===== config.mk =====
export PLATFORM = sky130hd
export DESIGN_NAME = signal_measure_timer_regs
export DESIGN_NICKNAME = d
export VERILOG_FILES = /design/src/shared/smt_pkg.sv /design/src/logic/signal_measure_timer_regs.sv
export SDC_FILE = /design/constraint.sdc
export NUM_CORES = 1
export LEC_CHECK = 0
export BUFFER_PORTS_ARGS = -buffer_cell sky130_fd_sc_hd__buf_2
export CAP_MARGIN = 20
export CORE_MARGIN = 2
export CORE_UTILIZATION = 30
export DETAILED_ROUTE_END_ITERATION = 8
export PLACE_DENSITY_LB_ADDON = 0.25
export SYNTH_ARGS = -nofsm -noshare
export SYNTH_HDL_FRONTEND = slang
export SYNTH_SLANG_ARGS = --single-unit

===== constraint.sdc =====
create_clock -name clk_i -period 4.6 [get_ports clk_i]
set_input_delay 0.69 -clock clk_i [delete_from_list [all_inputs] [get_ports clk_i]]
set_output_delay 0.69 -clock clk_i [all_outputs]
set_load 0.02 [all_outputs]

===== src/shared/smt_pkg.sv =====
// Package holding the register map, field positions and enums of the timer.
`default_nettype none
package smt_pkg;
  // Byte addresses of the register file.
  localparam logic [11:0] COUNT_ADDR   = 12'h48c;
  localparam logic [11:0] CPER_ADDR    = 12'h48f;
  localparam logic [11:0] CWID_ADDR    = 12'h492;
  localparam logic [11:0] PLIM_ADDR    = 12'h495;
  localparam logic [11:0] CTRL0_ADDR   = 12'h498;
  localparam logic [11:0] CTRL1_ADDR   = 12'h499;
  localparam logic [11:0] STATE_ADDR   = 12'h49a;
  localparam logic [11:0] CLKSEL_ADDR  = 12'h49b;
  localparam logic [11:0] SIGSEL_ADDR  = 12'h49c;
  localparam logic [11:0] WINSEL_ADDR  = 12'h49d;
  localparam logic [11:0] IRQFLAG_ADDR = 12'h49e;
  localparam logic [11:0] IRQEN_ADDR   = 12'h49f;
  // Field positions.
  localparam int CTRL0_EN_BIT     = 7;
  localparam int CTRL0_HALT_BIT   = 5;
  localparam int CTRL1_GO_BIT     = 7;
  localparam int CTRL1_REPEAT_BIT = 6;
  localparam int STATE_PERLATCH   = 7;
  localparam int STATE_WIDLATCH   = 6;
  localparam int STATE_RUN_BIT    = 2;
  localparam int STATE_WIN_BIT    = 1;
  localparam int STATE_SIG_BIT    = 0;
  localparam int FLAG_WIDTH_BIT   = 0;
  localparam int FLAG_PERIOD_BIT  = 1;
  localparam int FLAG_MATCH_BIT   = 2;
  // Field masks and reset values.
  localparam logic [7:0] CTRL1_MODE_MASK = 8'h0f;
  localparam logic [7:0] CLKSEL_MASK     = 8'h07;
  localparam logic [7:0] SRCSEL_MASK     = 8'h1f;
  localparam logic [7:0] REG8_RESET      = 8'h00;
  localparam logic [2:0] FLAG_MASK       = 3'h7;
  localparam logic [23:0] COUNT_RESET    = 24'h000000;
  localparam logic [23:0] PLIM_RESET     = 24'hffffff;
  localparam logic [23:0] COUNT_ONE      = 24'h000001;
  // Clock sources that die in sleep.
  localparam logic [2:0] CSEL_SYSOSC     = 3'h0;
  localparam logic [2:0] CSEL_SYSOSC_DIV = 3'h1;
  typedef enum logic [1:0] {ST_IDLE, ST_RUN, ST_HELD} run_t;
endpackage
`default_nettype wire


===== src/logic/signal_measure_timer_regs.sv =====
// Register file, counter and event logic of the signal measurement timer.
//
// The address-and-strobe port is this design's own decision.
`default_nettype none
// Operation
// Width capture flag rises whenever captured width register is loaded.
// Period capture flag rises whenever captured period register is loaded.
// Period match flag rises when counter equals period limit.
// Each event gated to interrupt by its own enable bit.
// Counting and capture continue in low-power states while sources run.
// System oscillator clock sources stop the counter during sleep.
// Counter is 24-bit read/write, cleared at reset.
// Counter reachable as low, middle and upper byte registers.
// Captured period is read-only and holds counter at period capture.
// Captured period unknown at power-up, kept through other resets.
// Captured period readable as three byte registers.
// Halt bit holds counter at limit; else it returns to zero.
// Single acquisition stops counter and clears run request.
// Soft latch bits copy counter into width or period capture.
// Basic timer match resets the counter and raises match event.
// Flags sticky until software clears; irq is OR of enabled flags.
module signal_measure_timer_regs
(
  // Clock and reset
  input  wire logic        clk_i,
  input  wire logic        rstn_i,
  // Register port
  input  wire logic [11:0] addr_i,
  input  wire logic [7:0]  wdata_i,
  input  wire logic        wr_i,
  input  wire logic        rd_i,
  output var  logic [7:0]  rdata_o,
  // Timing sources from outside the clock domain
  input  wire logic        count_tick_i,
  input  wire logic        signal_i,
  input  wire logic        window_i,
  input  wire logic        sleep_i,
  // Capture strobes from the mode sequencer, same clock
  input  wire logic        width_capture_i,
  input  wire logic        period_capture_i,
  // Interrupt and activity
  output var  logic        irq_o,
  output var  logic        running_o
);
  import smt_pkg::*;

  logic [23:0] count_value;
  logic [23:0] captured_period;
  logic [23:0] captured_width;
  logic [23:0] period_limit;
  logic [7:0]  control_primary;
  logic [7:0]  control_run_mode;
  logic [7:0]  clock_source_select;
  logic [7:0]  signal_source_select;
  logic [7:0]  window_source_select;
  logic [2:0]  irq_flags;
  logic [2:0]  peripheral_irq_enable_reg;
  logic        width_soft_latch;
  logic        period_soft_latch;
  logic        run_held;
  run_t        run_state;

  // Three sync flops and a filter flop per outside input; a change counts once stages 2 and 3 agree.
  logic [3:0] sync1;
  logic [3:0] sync2;
  logic [3:0] sync3;
  logic [3:0] filt;
  wire  [3:0] raw_in = {sleep_i, window_i, signal_i, count_tick_i};

  // Every stage resets to the idle low level, so no false edge follows.
  genvar g;
  generate
    for (g = 0; g < 4; g++)
    begin : g_sync
      always_ff @(posedge clk_i or negedge rstn_i)
      begin
        if (!rstn_i)
        begin
          sync1[g] <= 1'b0;
          sync2[g] <= 1'b0;
          sync3[g] <= 1'b0;
          filt[g]  <= 1'b0;
        end
        else
        begin
          sync1[g] <= raw_in[g];
          sync2[g] <= sync1[g];
          sync3[g] <= sync2[g];
          if (sync2[g] == sync3[g])
            filt[g] <= sync3[g];
        end
      end
    end
  endgenerate

  wire tick_sync   = filt[0];
  wire signal_sync = filt[1];
  wire window_sync = filt[2];
  wire sleep_sync  = filt[3];

  // The external tick counts on its rising edge only.
  logic tick_prev;
  always_ff @(posedge clk_i or negedge rstn_i)
  begin
    if (!rstn_i)
      tick_prev <= 1'b0;
    else
      tick_prev <= tick_sync;
  end

  // Register decode. The captured registers have no write decode, so writes
  // to them are dropped.
  wire wr_cnt_l   = wr_i && addr_i == COUNT_ADDR;
  wire wr_cnt_m   = wr_i && addr_i == COUNT_ADDR + 12'h001;
  wire wr_cnt_u   = wr_i && addr_i == COUNT_ADDR + 12'h002;
  wire wr_count   = wr_cnt_l | wr_cnt_m | wr_cnt_u;
  wire wr_plim    = wr_i && addr_i >= PLIM_ADDR
                    && addr_i <= PLIM_ADDR + 12'h002;
  wire [1:0] plim_lane = 2'(addr_i - PLIM_ADDR);
  wire wr_ctrl0   = wr_i && addr_i == CTRL0_ADDR;
  wire wr_ctrl1   = wr_i && addr_i == CTRL1_ADDR;
  wire wr_state   = wr_i && addr_i == STATE_ADDR;
  wire wr_clksel  = wr_i && addr_i == CLKSEL_ADDR;
  wire wr_sigsel  = wr_i && addr_i == SIGSEL_ADDR;
  wire wr_winsel  = wr_i && addr_i == WINSEL_ADDR;
  wire wr_flags   = wr_i && addr_i == IRQFLAG_ADDR;
  wire wr_irqen   = wr_i && addr_i == IRQEN_ADDR;

  wire enabled    = control_primary[CTRL0_EN_BIT];
  wire go         = control_run_mode[CTRL1_GO_BIT];
  wire repeat_on  = control_run_mode[CTRL1_REPEAT_BIT];
  wire halt_at_period = control_primary[CTRL0_HALT_BIT];
  wire [2:0] csel = clock_source_select[2:0];

  // System oscillator based clocks stop in sleep; other sources keep going.
  wire sysclk_src = csel == CSEL_SYSOSC || csel == CSEL_SYSOSC_DIV;
  wire clock_alive = !(sysclk_src && sleep_sync);
  wire tick = sysclk_src ? 1'b1 : (tick_sync && !tick_prev);
  wire advance = enabled && go && !run_held && clock_alive && tick;

  wire at_limit = count_value == period_limit;
  wire match_ev = advance && at_limit;
  wire width_ld  = enabled && (width_capture_i || width_soft_latch);
  wire period_ld = enabled && (period_capture_i || period_soft_latch);
  wire acq_done  = width_ld || period_ld;
  wire stop_single = !repeat_on && acq_done;

  // Run state transitions.
  wire run_start = enabled && go;
  wire run_stop  = !enabled || !go;
  wire run_hold  = match_ev && halt_at_period;

  // Counter. Bytes land one write at a time, so software should stop the
  // count before rewriting it, or a carry may slip between the bytes.
  always_ff @(posedge clk_i or negedge rstn_i)
  begin
    if (!rstn_i)
      count_value <= COUNT_RESET;
    else if (wr_cnt_l)
      count_value[7:0] <= wdata_i;
    else if (wr_cnt_m)
      count_value[15:8] <= wdata_i;
    else if (wr_cnt_u)
      count_value[23:16] <= wdata_i;
    else if (match_ev && !halt_at_period)
      count_value <= COUNT_RESET;
    else if (advance && !at_limit)
      count_value <= count_value + COUNT_ONE;
  end

  // The hold at the limit lasts until software rewrites the count or clears the run request.
  always_ff @(posedge clk_i or negedge rstn_i)
  begin
    if (!rstn_i)
      run_held <= 1'b0;
    else if (wr_count || !go)
      run_held <= 1'b0;
    else if (run_hold)
      run_held <= 1'b1;
  end

  // Captures keep no reset so that only power-up leaves them unknown.
  always_ff @(posedge clk_i)
  begin
    if (period_ld)
      captured_period <= count_value;
    if (width_ld)
      captured_width <= count_value;
  end

  // Control and selector registers.
  always_ff @(posedge clk_i or negedge rstn_i)
  begin
    if (!rstn_i)
    begin
      period_limit         <= PLIM_RESET;
      control_primary      <= REG8_RESET;
      control_run_mode     <= REG8_RESET;
      clock_source_select  <= REG8_RESET;
      signal_source_select <= REG8_RESET;
      window_source_select <= REG8_RESET;
      peripheral_irq_enable_reg <= 3'h0;
      width_soft_latch     <= 1'b0;
      period_soft_latch    <= 1'b0;
    end
    else
    begin
      if (wr_plim)
        period_limit[8*plim_lane +: 8] <= wdata_i;
      if (wr_ctrl0)
        control_primary <= wdata_i;
      if (wr_ctrl1)
        control_run_mode <= wdata_i;
      else if (stop_single)
        control_run_mode[CTRL1_GO_BIT] <= 1'b0;
      // Selector writes keep only the bits that the fields use.
      if (wr_clksel)
        clock_source_select <= wdata_i & CLKSEL_MASK;
      if (wr_sigsel)
        signal_source_select <= wdata_i & SRCSEL_MASK;
      if (wr_winsel)
        window_source_select <= wdata_i & SRCSEL_MASK;
      if (wr_irqen)
        peripheral_irq_enable_reg <= wdata_i[2:0] & FLAG_MASK;
      // Latch bits self-clear once the copy is made.
      width_soft_latch  <= wr_state && wdata_i[STATE_WIDLATCH];
      period_soft_latch <= wr_state && wdata_i[STATE_PERLATCH];
    end
  end

  // Sticky event flags: a new event wins over a write-one clear.
  wire [2:0] flag_set;
  assign flag_set[FLAG_WIDTH_BIT]  = width_ld;
  assign flag_set[FLAG_PERIOD_BIT] = period_ld;
  assign flag_set[FLAG_MATCH_BIT]  = match_ev;
  wire [2:0] flag_clr = wr_flags ? wdata_i[2:0] : 3'h0;
  wire [2:0] next_flags = (irq_flags & ~flag_clr) | flag_set;

  // Enables written in this cycle already count for the level output.
  wire [2:0] next_irq_en = wr_irqen ? (wdata_i[2:0] & FLAG_MASK)
                                    : peripheral_irq_enable_reg;

  always_ff @(posedge clk_i or negedge rstn_i)
  begin
    if (!rstn_i)
      irq_flags <= 3'h0;
    else
      irq_flags <= next_flags;
  end

  // The level output follows the flags and enables of the coming cycle.
  always_ff @(posedge clk_i or negedge rstn_i)
  begin
    if (!rstn_i)
      irq_o <= 1'b0;
    else
      irq_o <= |(next_flags & next_irq_en);
  end

  // Run state for the status register; running_o follows advance.
  always_ff @(posedge clk_i or negedge rstn_i)
  begin
    if (!rstn_i)
      run_state <= ST_IDLE;
    else
    begin
      unique case (run_state)
        ST_IDLE:
        begin
          if (run_start)
            run_state <= ST_RUN;
        end
        ST_RUN:
        begin
          if (run_stop)
            run_state <= ST_IDLE;
          else if (run_hold)
            run_state <= ST_HELD;
        end
        ST_HELD:
        begin
          if (run_stop || wr_count)
            run_state <= ST_IDLE;
        end
      endcase
    end
  end

  always_ff @(posedge clk_i or negedge rstn_i)
  begin
    if (!rstn_i)
      running_o <= 1'b0;
    else
      running_o <= advance;
  end

  // Read mux; unmapped addresses read zero.
  // The latch strobes are write-only and read back as zero.
  logic [7:0] status_byte;
  always_comb
  begin
    status_byte = 8'h00;
    status_byte[STATE_RUN_BIT] = run_state == ST_RUN;
    status_byte[STATE_WIN_BIT] = window_sync;
    status_byte[STATE_SIG_BIT] = signal_sync;
  end

  logic [7:0] next_rdata;
  always_comb
  begin
    unique case (addr_i)
      COUNT_ADDR:          next_rdata = count_value[7:0];
      COUNT_ADDR + 12'h001: next_rdata = count_value[15:8];
      COUNT_ADDR + 12'h002: next_rdata = count_value[23:16];
      CPER_ADDR:           next_rdata = captured_period[7:0];
      CPER_ADDR + 12'h001: next_rdata = captured_period[15:8];
      CPER_ADDR + 12'h002: next_rdata = captured_period[23:16];
      CWID_ADDR:           next_rdata = captured_width[7:0];
      CWID_ADDR + 12'h001: next_rdata = captured_width[15:8];
      CWID_ADDR + 12'h002: next_rdata = captured_width[23:16];
      PLIM_ADDR:           next_rdata = period_limit[7:0];
      PLIM_ADDR + 12'h001: next_rdata = period_limit[15:8];
      PLIM_ADDR + 12'h002: next_rdata = period_limit[23:16];
      CTRL0_ADDR:          next_rdata = control_primary;
      CTRL1_ADDR:          next_rdata = control_run_mode;
      STATE_ADDR:          next_rdata = status_byte;
      CLKSEL_ADDR:         next_rdata = clock_source_select;
      SIGSEL_ADDR:         next_rdata = signal_source_select;
      WINSEL_ADDR:         next_rdata = window_source_select;
      IRQFLAG_ADDR:        next_rdata = {5'h00, irq_flags};
      IRQEN_ADDR:          next_rdata = {5'h00, peripheral_irq_enable_reg};
      default:             next_rdata = 8'h00;
    endcase
  end

  // Read data fall back to zero outside their slot, so that several blocks
  // may share one OR-ed read bus.
  always_ff @(posedge clk_i or negedge rstn_i)
  begin
    if (!rstn_i)
      rdata_o <= 8'h00;
    else if (rd_i)
      rdata_o <= next_rdata;
    else
      rdata_o <= 8'h00;
  end
endmodule
`default_nettype wire


# Word level (Yosys, flattened, before mapping)
# Index checks and enable logic that the tools add are counted.
# totals
reg_bits,163
output_inout_bits,10
word_cells,164
# classes
add_sub_neg,3
n_lt_le_gt_ge,2
eq_ne,34
shifts,2
mux,22
n_bitwise,8
reduce_logical,55
# op_table
op,count
"equality test 12 x 11 -> 1 bit, second input constant",20
case mux 8 bit (20 select lines),1
two-way mux 24 bit,2
two-way mux 8 bit,5
negation 5 -> 34 bit,1
"variable shift 8 x 34 -> 24 bit, first input constant",1
indexed part select 8 x 34 -> 24 bit,1
logical AND 1 bit,28
"adder 24 x 1 -> 24 bit, second input constant",1
bitwise mux 24 bit,1
equality test 24 bit,1
two-way mux 16 bit,1
">= comparator 12 x 11 -> 1 bit, second input constant",1
"less-or-equal comparator 12 x 11 -> 1 bit, second input constant",1
AND reduction 3 bit,4
"!= test 2 bit, second input constant",5
nonzero test 3 bit,3
logical NOT 1 bit,8
two-way mux 2 bit,4
logical OR 1 bit,7
AND 3 bit,2
two-way mux 3 bit,2
case mux 2 bit (3 select lines),1
two-way mux 1 bit,5
14 further kinds,20

# Logic depth before layout (Yosys ltp)
# Gate-level depths: netlist (run 1).
# logic_depth
depth_word,12
ltp_mapped,10

# Worst setup path before layout (run 1)
# OpenSTA, ideal clock, no wires.
# synth_timing
path_kind,input to register
from,input addr_i[8]
to,register count_value[3]
t_arrival_ps,2615
required_time_ps,4474
setup_slack_ps,1860
path_stages,8
cell_sequence,or4b_1 -> or2_1 -> buf_6 -> or3_4 -> o21ai_4 -> nor3_4 -> a21o_1 -> a221o_1
# synth_via
elab_chain_cells,4
word_cells_on_any_way,11
# synth_lines
element,line,rtl
from (decl),signal_measure_timer_regs.sv:28,"input wire logic [11:0] addr_i,"
equality test 12 x 11 -> 1 bit (on tied branches),"signal_measure_timer_regs.sv:113, signal_measure_timer_regs.sv:114, signal_measure_timer_regs.sv:115",
logical AND 1 bit (on tied branches),"signal_measure_timer_regs.sv:113, signal_measure_timer_regs.sv:114, signal_measure_timer_regs.sv:115",
!= test 2 bit (no line) or nonzero test 3 bit (tied branches),n/a,
AND reduction 3 bit (no line),n/a,
to (signal assigned),signal_measure_timer_regs.sv:160,count_value[7:0] <= wdata_i;
to (signal assigned),signal_measure_timer_regs.sv:168,count_value <= count_value + COUNT_ONE;
to (decl),signal_measure_timer_regs.sv:47,logic [23:0] count_value;
# Several ways; a longest one is shown, not always the timed one.
# A chain may end at the register's enable or synchronous reset.

# Worst setup path in the final report (run 1)
# layout_timing
from,input addr_i[0]
to,register period_limit[6]
# layout_via
elab_chain_cells,4
word_cells_on_any_way,9
# layout_lines
element,line,rtl
subtractor 2 x 1 -> 2 bit,signal_measure_timer_regs.sv:119,wire [1:0] plim_lane = 2'(addr_i - PLIM_ADDR);
negation 5 -> 34 bit,signal_measure_timer_regs.sv:209,period_limit[8*plim_lane +: 8] <= wdata_i;
indexed part select 8 x 34 -> 24 bit or variable shift 8 x 34 -> 24 bit (tied branches),signal_measure_timer_regs.sv:209,
bitwise mux 24 bit,signal_measure_timer_regs.sv:209,
"to (signal, indexed assignment)",signal_measure_timer_regs.sv:209,
to (decl),signal_measure_timer_regs.sv:50,logic [23:0] period_limit;
# Several ways; a longest one is shown, not always the timed one.

==> results of run 1 <==
==> logic make-up (layout without fill, tap and decap cells) <==
group / after synthesis / count (layout) / share of synthesized area
AOI/OAI and AO/OA: 217 / 217 / 0.180
muxes: 38 / 38 / 0.0519
buffers and inverters: 70 / 102 / 0.0350
adders and majority gates: 15 / 15 / 0.0219
and+or+nand+nor: 241 / 241 / 0.149
xor gates and xnor gates: 25 / 25 / 0.0270
DFF: 163 / 163 / 0.535
==> report_power, final <==
group,switching (W),internal (W)
logic,0.000131,0.0000547
registers,0.0000120,0.00150
clock network,0.000619,0.000782
==> through the flow <==
step / instances / utilization / instance area (µm²) / total power, W / hold slack (ns)
floorplan: 769 / - / 8120 / 0.00164 / 0.331
global placement: 1110 / 0.322 / 8640 / 0.00173 / 0.333
detailed placement: 1110 / 0.322 / 8640 / 0.00173 / 0.335
CTS: 1142 / 0.344 / 9210 / 0.00313 / 0.343
global route: 1142 / 0.344 / 9210 / 0.00322 / 0.335
finish: 1142 / 0.344 / 9210 / 0.00310 / 0.346
==> critical path, stage by stage <==
cell	delay [ns]
buf_2	0.15
ha_1	0.83
o21ai_0	0.21
nor4_1	0.65
nand2_1	0.47
o21ai_0	0.28
==> how the worst max path moves through the flow <==
stage / start / endpoint / slack, ns / cells past startpoint
5_1_grt: addr_i[1] / period_limit[0]$_DFFE_PN1P_ / 1.35 / 8
6_report: addr_i[0] / period_limit[6]$_DFFE_PN1P_ / 1.64 / 6
4_1_cts: addr_i[1] / period_limit[7]$_DFFE_PN1P_ / 1.62 / 8
3_3_place_gp: addr_i[1] / period_limit[6]$_DFFE_PN1P_ / 1.23 / 8
3_5_place_dp: addr_i[1] / period_limit[7]$_DFFE_PN1P_ / 1.18 / 8
2_1_floorplan: addr_i[8] / count_value[3]$_DFFE_PN0P_ / 1.86 / 8
==> cell usage after synthesis, types with 11 or more instances <==
cell type,instances
nor3_1,15
nand3_1,16
edfxtp_1,48
ha_1,11
inv_1,16
nor4_1,15
dfstp_2,24
o21ai_0,71
nand2_1,100
a22oi_1,29
xor2_1,23
clkbuf_1,41
mux2_2,33
a21oi_1,38
nor2_1,35
dfrtp_1,91
==> per-layer routing <==
layer | wire, µm | share of wire
met5 | 0 | 0
met2 | 11600 | 0.44
met4 | 607 | 0.023
met1 | 12000 | 0.45
met3 | 2190 | 0.083
==> final cells by class <==
| class | instances | area [µm²] | share of cell area |
|---|---|---|---|
| multi-input combinational | 536 | 3500 | 0.379 |
| tap | 341 | 427 | 0.0463 |
| sequential | 163 | 4350 | 0.472 |
| clock inverter | 13 | 121 | 0.0132 |
| timing repair buffer | 53 | 303 | 0.0329 |
| inverter | 17 | 65.1 | 0.00706 |
| clock buffer | 19 | 453 | 0.0492 |
==> flow_summary.yaml, run 1 <==
routing:
  first_iter_violations: 706
  avgRoutedWirePerCell_um: 23.1
  vias: 6318
  ant_nets: 0
  drc: 0
  wl_um: 26400
  drt-pass1-iter-count: 6
  vias_per_cell: 5.53
die:
  chipWidth_um: 169
  die_y_um: 169
  dieArea_um2: 28400
  start_util: 0.303
  core-area_um2: 26800
  ios: 40
  num_rows: 60
pwr:
  leakage_nw: 3.72
  worst_ir_drop_vdd_v: 0.000212
  powerDensity_nw_per_um2: 337
cts:
  cts_tree: "built"
  postCtsSetupBuffers: 0
  cts.path.max_buffers: 2
  cts_resized: 0
  clk_pin_slew_ns: 0.07
  cts_buffers: 17
  cts-htree-levels: 4
  clk_latency_ns: 0.43
  ctsHoldBuffers: 0
  clock-sinks: 163
  clockRootBuffer: "clkbuf_16"
global_route:
  grt_max_degree: 60
  grt_use_met3: 0.0510
  grt-ovfl-total: 0
  grt_util_met1: 0.271
  globalRouteMet2Util: 0.283
  grt_pass1_vias: 6210
  grt_pass1_wl_um: 40200
  grt_use_total: 0.192
  antenna_found_initial: 0
  gr-max-usage-layer: "met2"
logic_synthesis:
  ys.flop_type: "dfrtp_1"
  synthCells: 769
  synth_edf_count: 48
  avgSynthCellArea_um2: 10.6
  async_flop_share: 0.706
  seq_area_frac_synth: 0.535
  netlist_area_um2: 8120
  synth_cell_type_count: 74
  synth_seq_cells: 163
  yosys_warnings: 0
  synthesis.nets: 810
  synth_top_area_frac: 0.280
  yosys.area.top_type: "dfrtp_1"
  synthTopCellsByArea: "dfrtp_1 (28%), edfxtp_1 (18%), dfstp_2 (7.8%)"
finish:
  antennaDiodeCount: 0
  nets: 829
  n_fill_cell: 2647
  drive_gt1_frac: 0.195
  final_common_cell: "nand2_1"
  area_growth_syn_to_layout_pct: 13.4
  layout_common_cells: "nand2_1 (100), dfrtp_1 (91), o21ai_0 (71), edfxtp_1 (48)"
place:
  dp_hpwl_um: 18300
  port-buffer-count: 39
  place_ws_ns: 1.18
  place_congestion: 0.877
setup_path:
  crit_required_ns: 4.95
  setup.worst_path.start_class: "input port"
  reg2reg_to: "count_value[3]$_DFFE_PN0P_"
  ff2ff_path_depth: 7
  worstSetupPathType: "input port to flop"
  critPathMaxFanout: 20
  rrSetupSlack_ns: 1.71
  cp-end-kind: "flop"
  cp.arrival_ns: 3.31
  r2r_start: "count_value[18]$_DFFE_PN0P_"
status:
  status: "complete, no violations"
timing:
  finalCritPeriodShare: 0.644
  clock_skew_ns: 0.0135
  tns_ns: 0
  worst_pin_slew_ns: 1.00
  finalMaxSlewViolations: 0
  finalHoldViolCount: 0
  setup_slack_ns: 1.64
  setup_viol: 0
  rsz0062_at_grt: "false"
  period_needed_ns: 2.96
  max_freq_ghz: 0.338
  relSlewSlack: 0.333
hold_path:
  hp-class: "input port to async pin"
run:
  cap_violations: 0
Note: power is estimated with default switching activity, not from simulation.
==> run 2: changes to the inputs <==
==> constraint.sdc (replaced) <==
create_clock -name clk_i -period 2.4 [get_ports clk_i]
set_input_delay 0.36 -clock clk_i [delete_from_list [all_inputs] [get_ports clk_i]]
set_output_delay 0.36 -clock clk_i [all_outputs]
set_load 0.02 [all_outputs]
==> run 2 against run 1 <==
  * The flow now finishes with violations (negative hold slack)
  * Utilization up 4.0 points
  * Total power is 91% higher
  * First-iteration DRC count increased by 6.5%
  * Design area is 12% higher
  * Register-to-register slack worse by 1.7 ns
  * Clock skew decreased by 0.00062 ns
  * Critical path type is now flop to flop
==> flow_summary.yaml, run 2 (synthesis gave the netlist of run 1 again) <==
cts:
  cts_tree: "built"
  clk_latency_ns: 0.43
  cts-htree-levels: 4
  clk_pin_slew_ns: 0.06
  clock-sinks: 163
  cts.path.max_buffers: 2
  cts_buffers: 17
  clockRootBuffer: "clkbuf_16"
place:
  place_ws_ns: -0.136
  place_congestion: 0.881
  port-buffer-count: 39
  dp_hpwl_um: 20100
  numPlacedInstances: 1211
  place_area_um2: 9520
routing:
  drc: 0
  wl_um: 27600
  vias: 6839
  ant_nets: 0
  drt-pass1-iter-count: 6
  avgRoutedWirePerCell_um: 22.1
  vias_per_cell: 5.47
  first_iter_violations: 752
finish:
  postLayoutCoreUtil: 0.383
  antennaDiodeCount: 0
  fin_area_um2: 10300
  drive_gt1_frac: 0.302
  layout_common_cells: "buf_4 (109), nand2_1 (99), dfrtp_1 (91), o21ai_0 (62), edfxtp_1 (48)"
  area_growth_syn_to_layout_pct: 26.5
  layout.cells.non_filler: 1251
  n_fill_cell: 2602
  nets: 938
  final_common_cell: "buf_4"
setup_path:
  cp.arrival_ns: 2.71
  r2r_start: "clock_source_select[2]$_DFFE_PN0P_"
  cpPeakStageDelay_ns: 0.51
  critPathMaxFanout: 3
  cp_cell_sequence: "or2_4 -> a2111o_1 -> clkinv_2 -> nand2b_4 -> a31oi_4 -> nand2_2 -> or4b_1 -> a31oi_1"
  cp_slowest_cell: "a2111o_1"
  endpoint: "count_value[6]$_DFFE_PN0P_"
  ff2ff_path_depth: 8
  startpoint: "clock_source_select[2]$_DFFE_PN0P_"
  reg2reg_to: "count_value[6]$_DFFE_PN0P_"
  cp-end-kind: "flop"
  rrSetupSlack_ns: 0.02
  cp.depth: 8
  crit_required_ns: 2.73
  worstSetupPathType: "flop to flop"
  setup.worst_path.start_class: "flop"
  crit_family: "simple AND/OR/NAND/NOR gates"
  cp.buffers_inverters: 1
timing:
  rsz0062_at_grt: "true"
  clock_skew_ns: 0.0129
  max_freq_ghz: 0.421
  whs_ns: -0.00456
  setup_slack_ns: 0.0243
  finalHoldViolCount: 1
  relSlewSlack: 0.535
  finalCritPeriodShare: 0.990
  worst_pin_slew_ns: 0.697
  finalMaxSlewViolations: 0
  setup_viol: 0
  period_needed_ns: 2.38
global_route:
  grt_use_total: 0.198
  antenna_found_initial: 0
  grt_pass1_vias: 6721
  grt_max_degree: 116
  grt_pass1_wl_um: 42200
  grt-ovfl-total: 0
pwr:
  powerDensity_nw_per_um2: 578
  worst_ir_drop_vdd_v: 0.000445
  leakage_nw: 4.33
status:
  status: "finished, violations left"
  violations: "negative hold slack"
die:
  chipWidth_um: 169
  core-area_um2: 26800
  dieArea_um2: 28400
  die_y_um: 169
  start_util: 0.303
  num_rows: 60
  ios: 40
hold_path:
  hp-class: "input port to async pin"
run:
  cap_violations: 0
run 2: area by class of cell:
class                   instances  area [µm²]  area share
repair buffers                162        1290       0.125
flip-flops and latches        163        4350       0.423
inverters                      17        65.1     0.00633
well taps                     341         427      0.0415
multi-input cells             536        3600       0.350
clock buffers                  24         477      0.0464
clock inverters                 8        72.6     0.00706
run 2: how the worst min path moves through the flow:
stage                  startpoint                                 end  cells after the start
2_1_floorplan              rstn_i  clock_source_select[0]$_DFFE_PN0P_                      0
3_3_place_gp   sync1[2]$_DFF_PN0_                  sync2[2]$_DFF_PN0_                      0
3_5_place_dp   sync1[1]$_DFF_PN0_                  sync2[1]$_DFF_PN0_                      0
4_1_cts                  signal_i                  sync1[1]$_DFF_PN0_                      1
5_1_grt                  signal_i                  sync1[1]$_DFF_PN0_                      1
6_report                   rstn_i                  sync2[3]$_DFF_PN0_                      2
run 2: worst register-to-register path, cell delays in order, from the launching register on:
cell      delay [ns]
dfrtp_1         0.37
or2_4           0.24
a2111o_1        0.51
clkinv_2        0.11
nand2b_4        0.07
a31oi_4         0.20
nand2_2         0.09
or4b_1          0.51
a31oi_1         0.17
run 2: routing by layer:
| metal | routed length [µm] | up-vias | track usage |
|---|---|---|---|
| met3 | 1990 | 21 | 0.0344 |
| met4 | 250 | 0 | 0.0435 |
| li1 | - | 3118 | - |
| met5 | 0 | - | 0 |
| met2 | 12600 | 264 | 0.305 |
| met1 | 12700 | 3436 | 0.292 |
run 2: where the power goes:
part	leakage, nW	internal, W	switching [W]
combinational	2.05	0.000141	0.000257
sequential	2.01	0.00288	0.0000220
clock	0.276	0.00150	0.00114
run 2: metrics by stage:
| stage | total power, W | setup TNS, ns |
|---|---|---|
| CTS | 0.00599 | -0.0266 |
| floorplan | 0.00314 | 0 |
| global placement | 0.00335 | -1.22 |
| global route | 0.00615 | -0.0643 |
| detailed placement | 0.00335 | -2.52 |
| finish | 0.00594 | 0 |
run 2: timing repair:
item,CTS,global route
pin swaps,1,9
gates resized for setup,3,29
hold buffers,0,0
gates cloned,0,1
endpoints found under the setup margin,12,27
buffers inserted,0,7
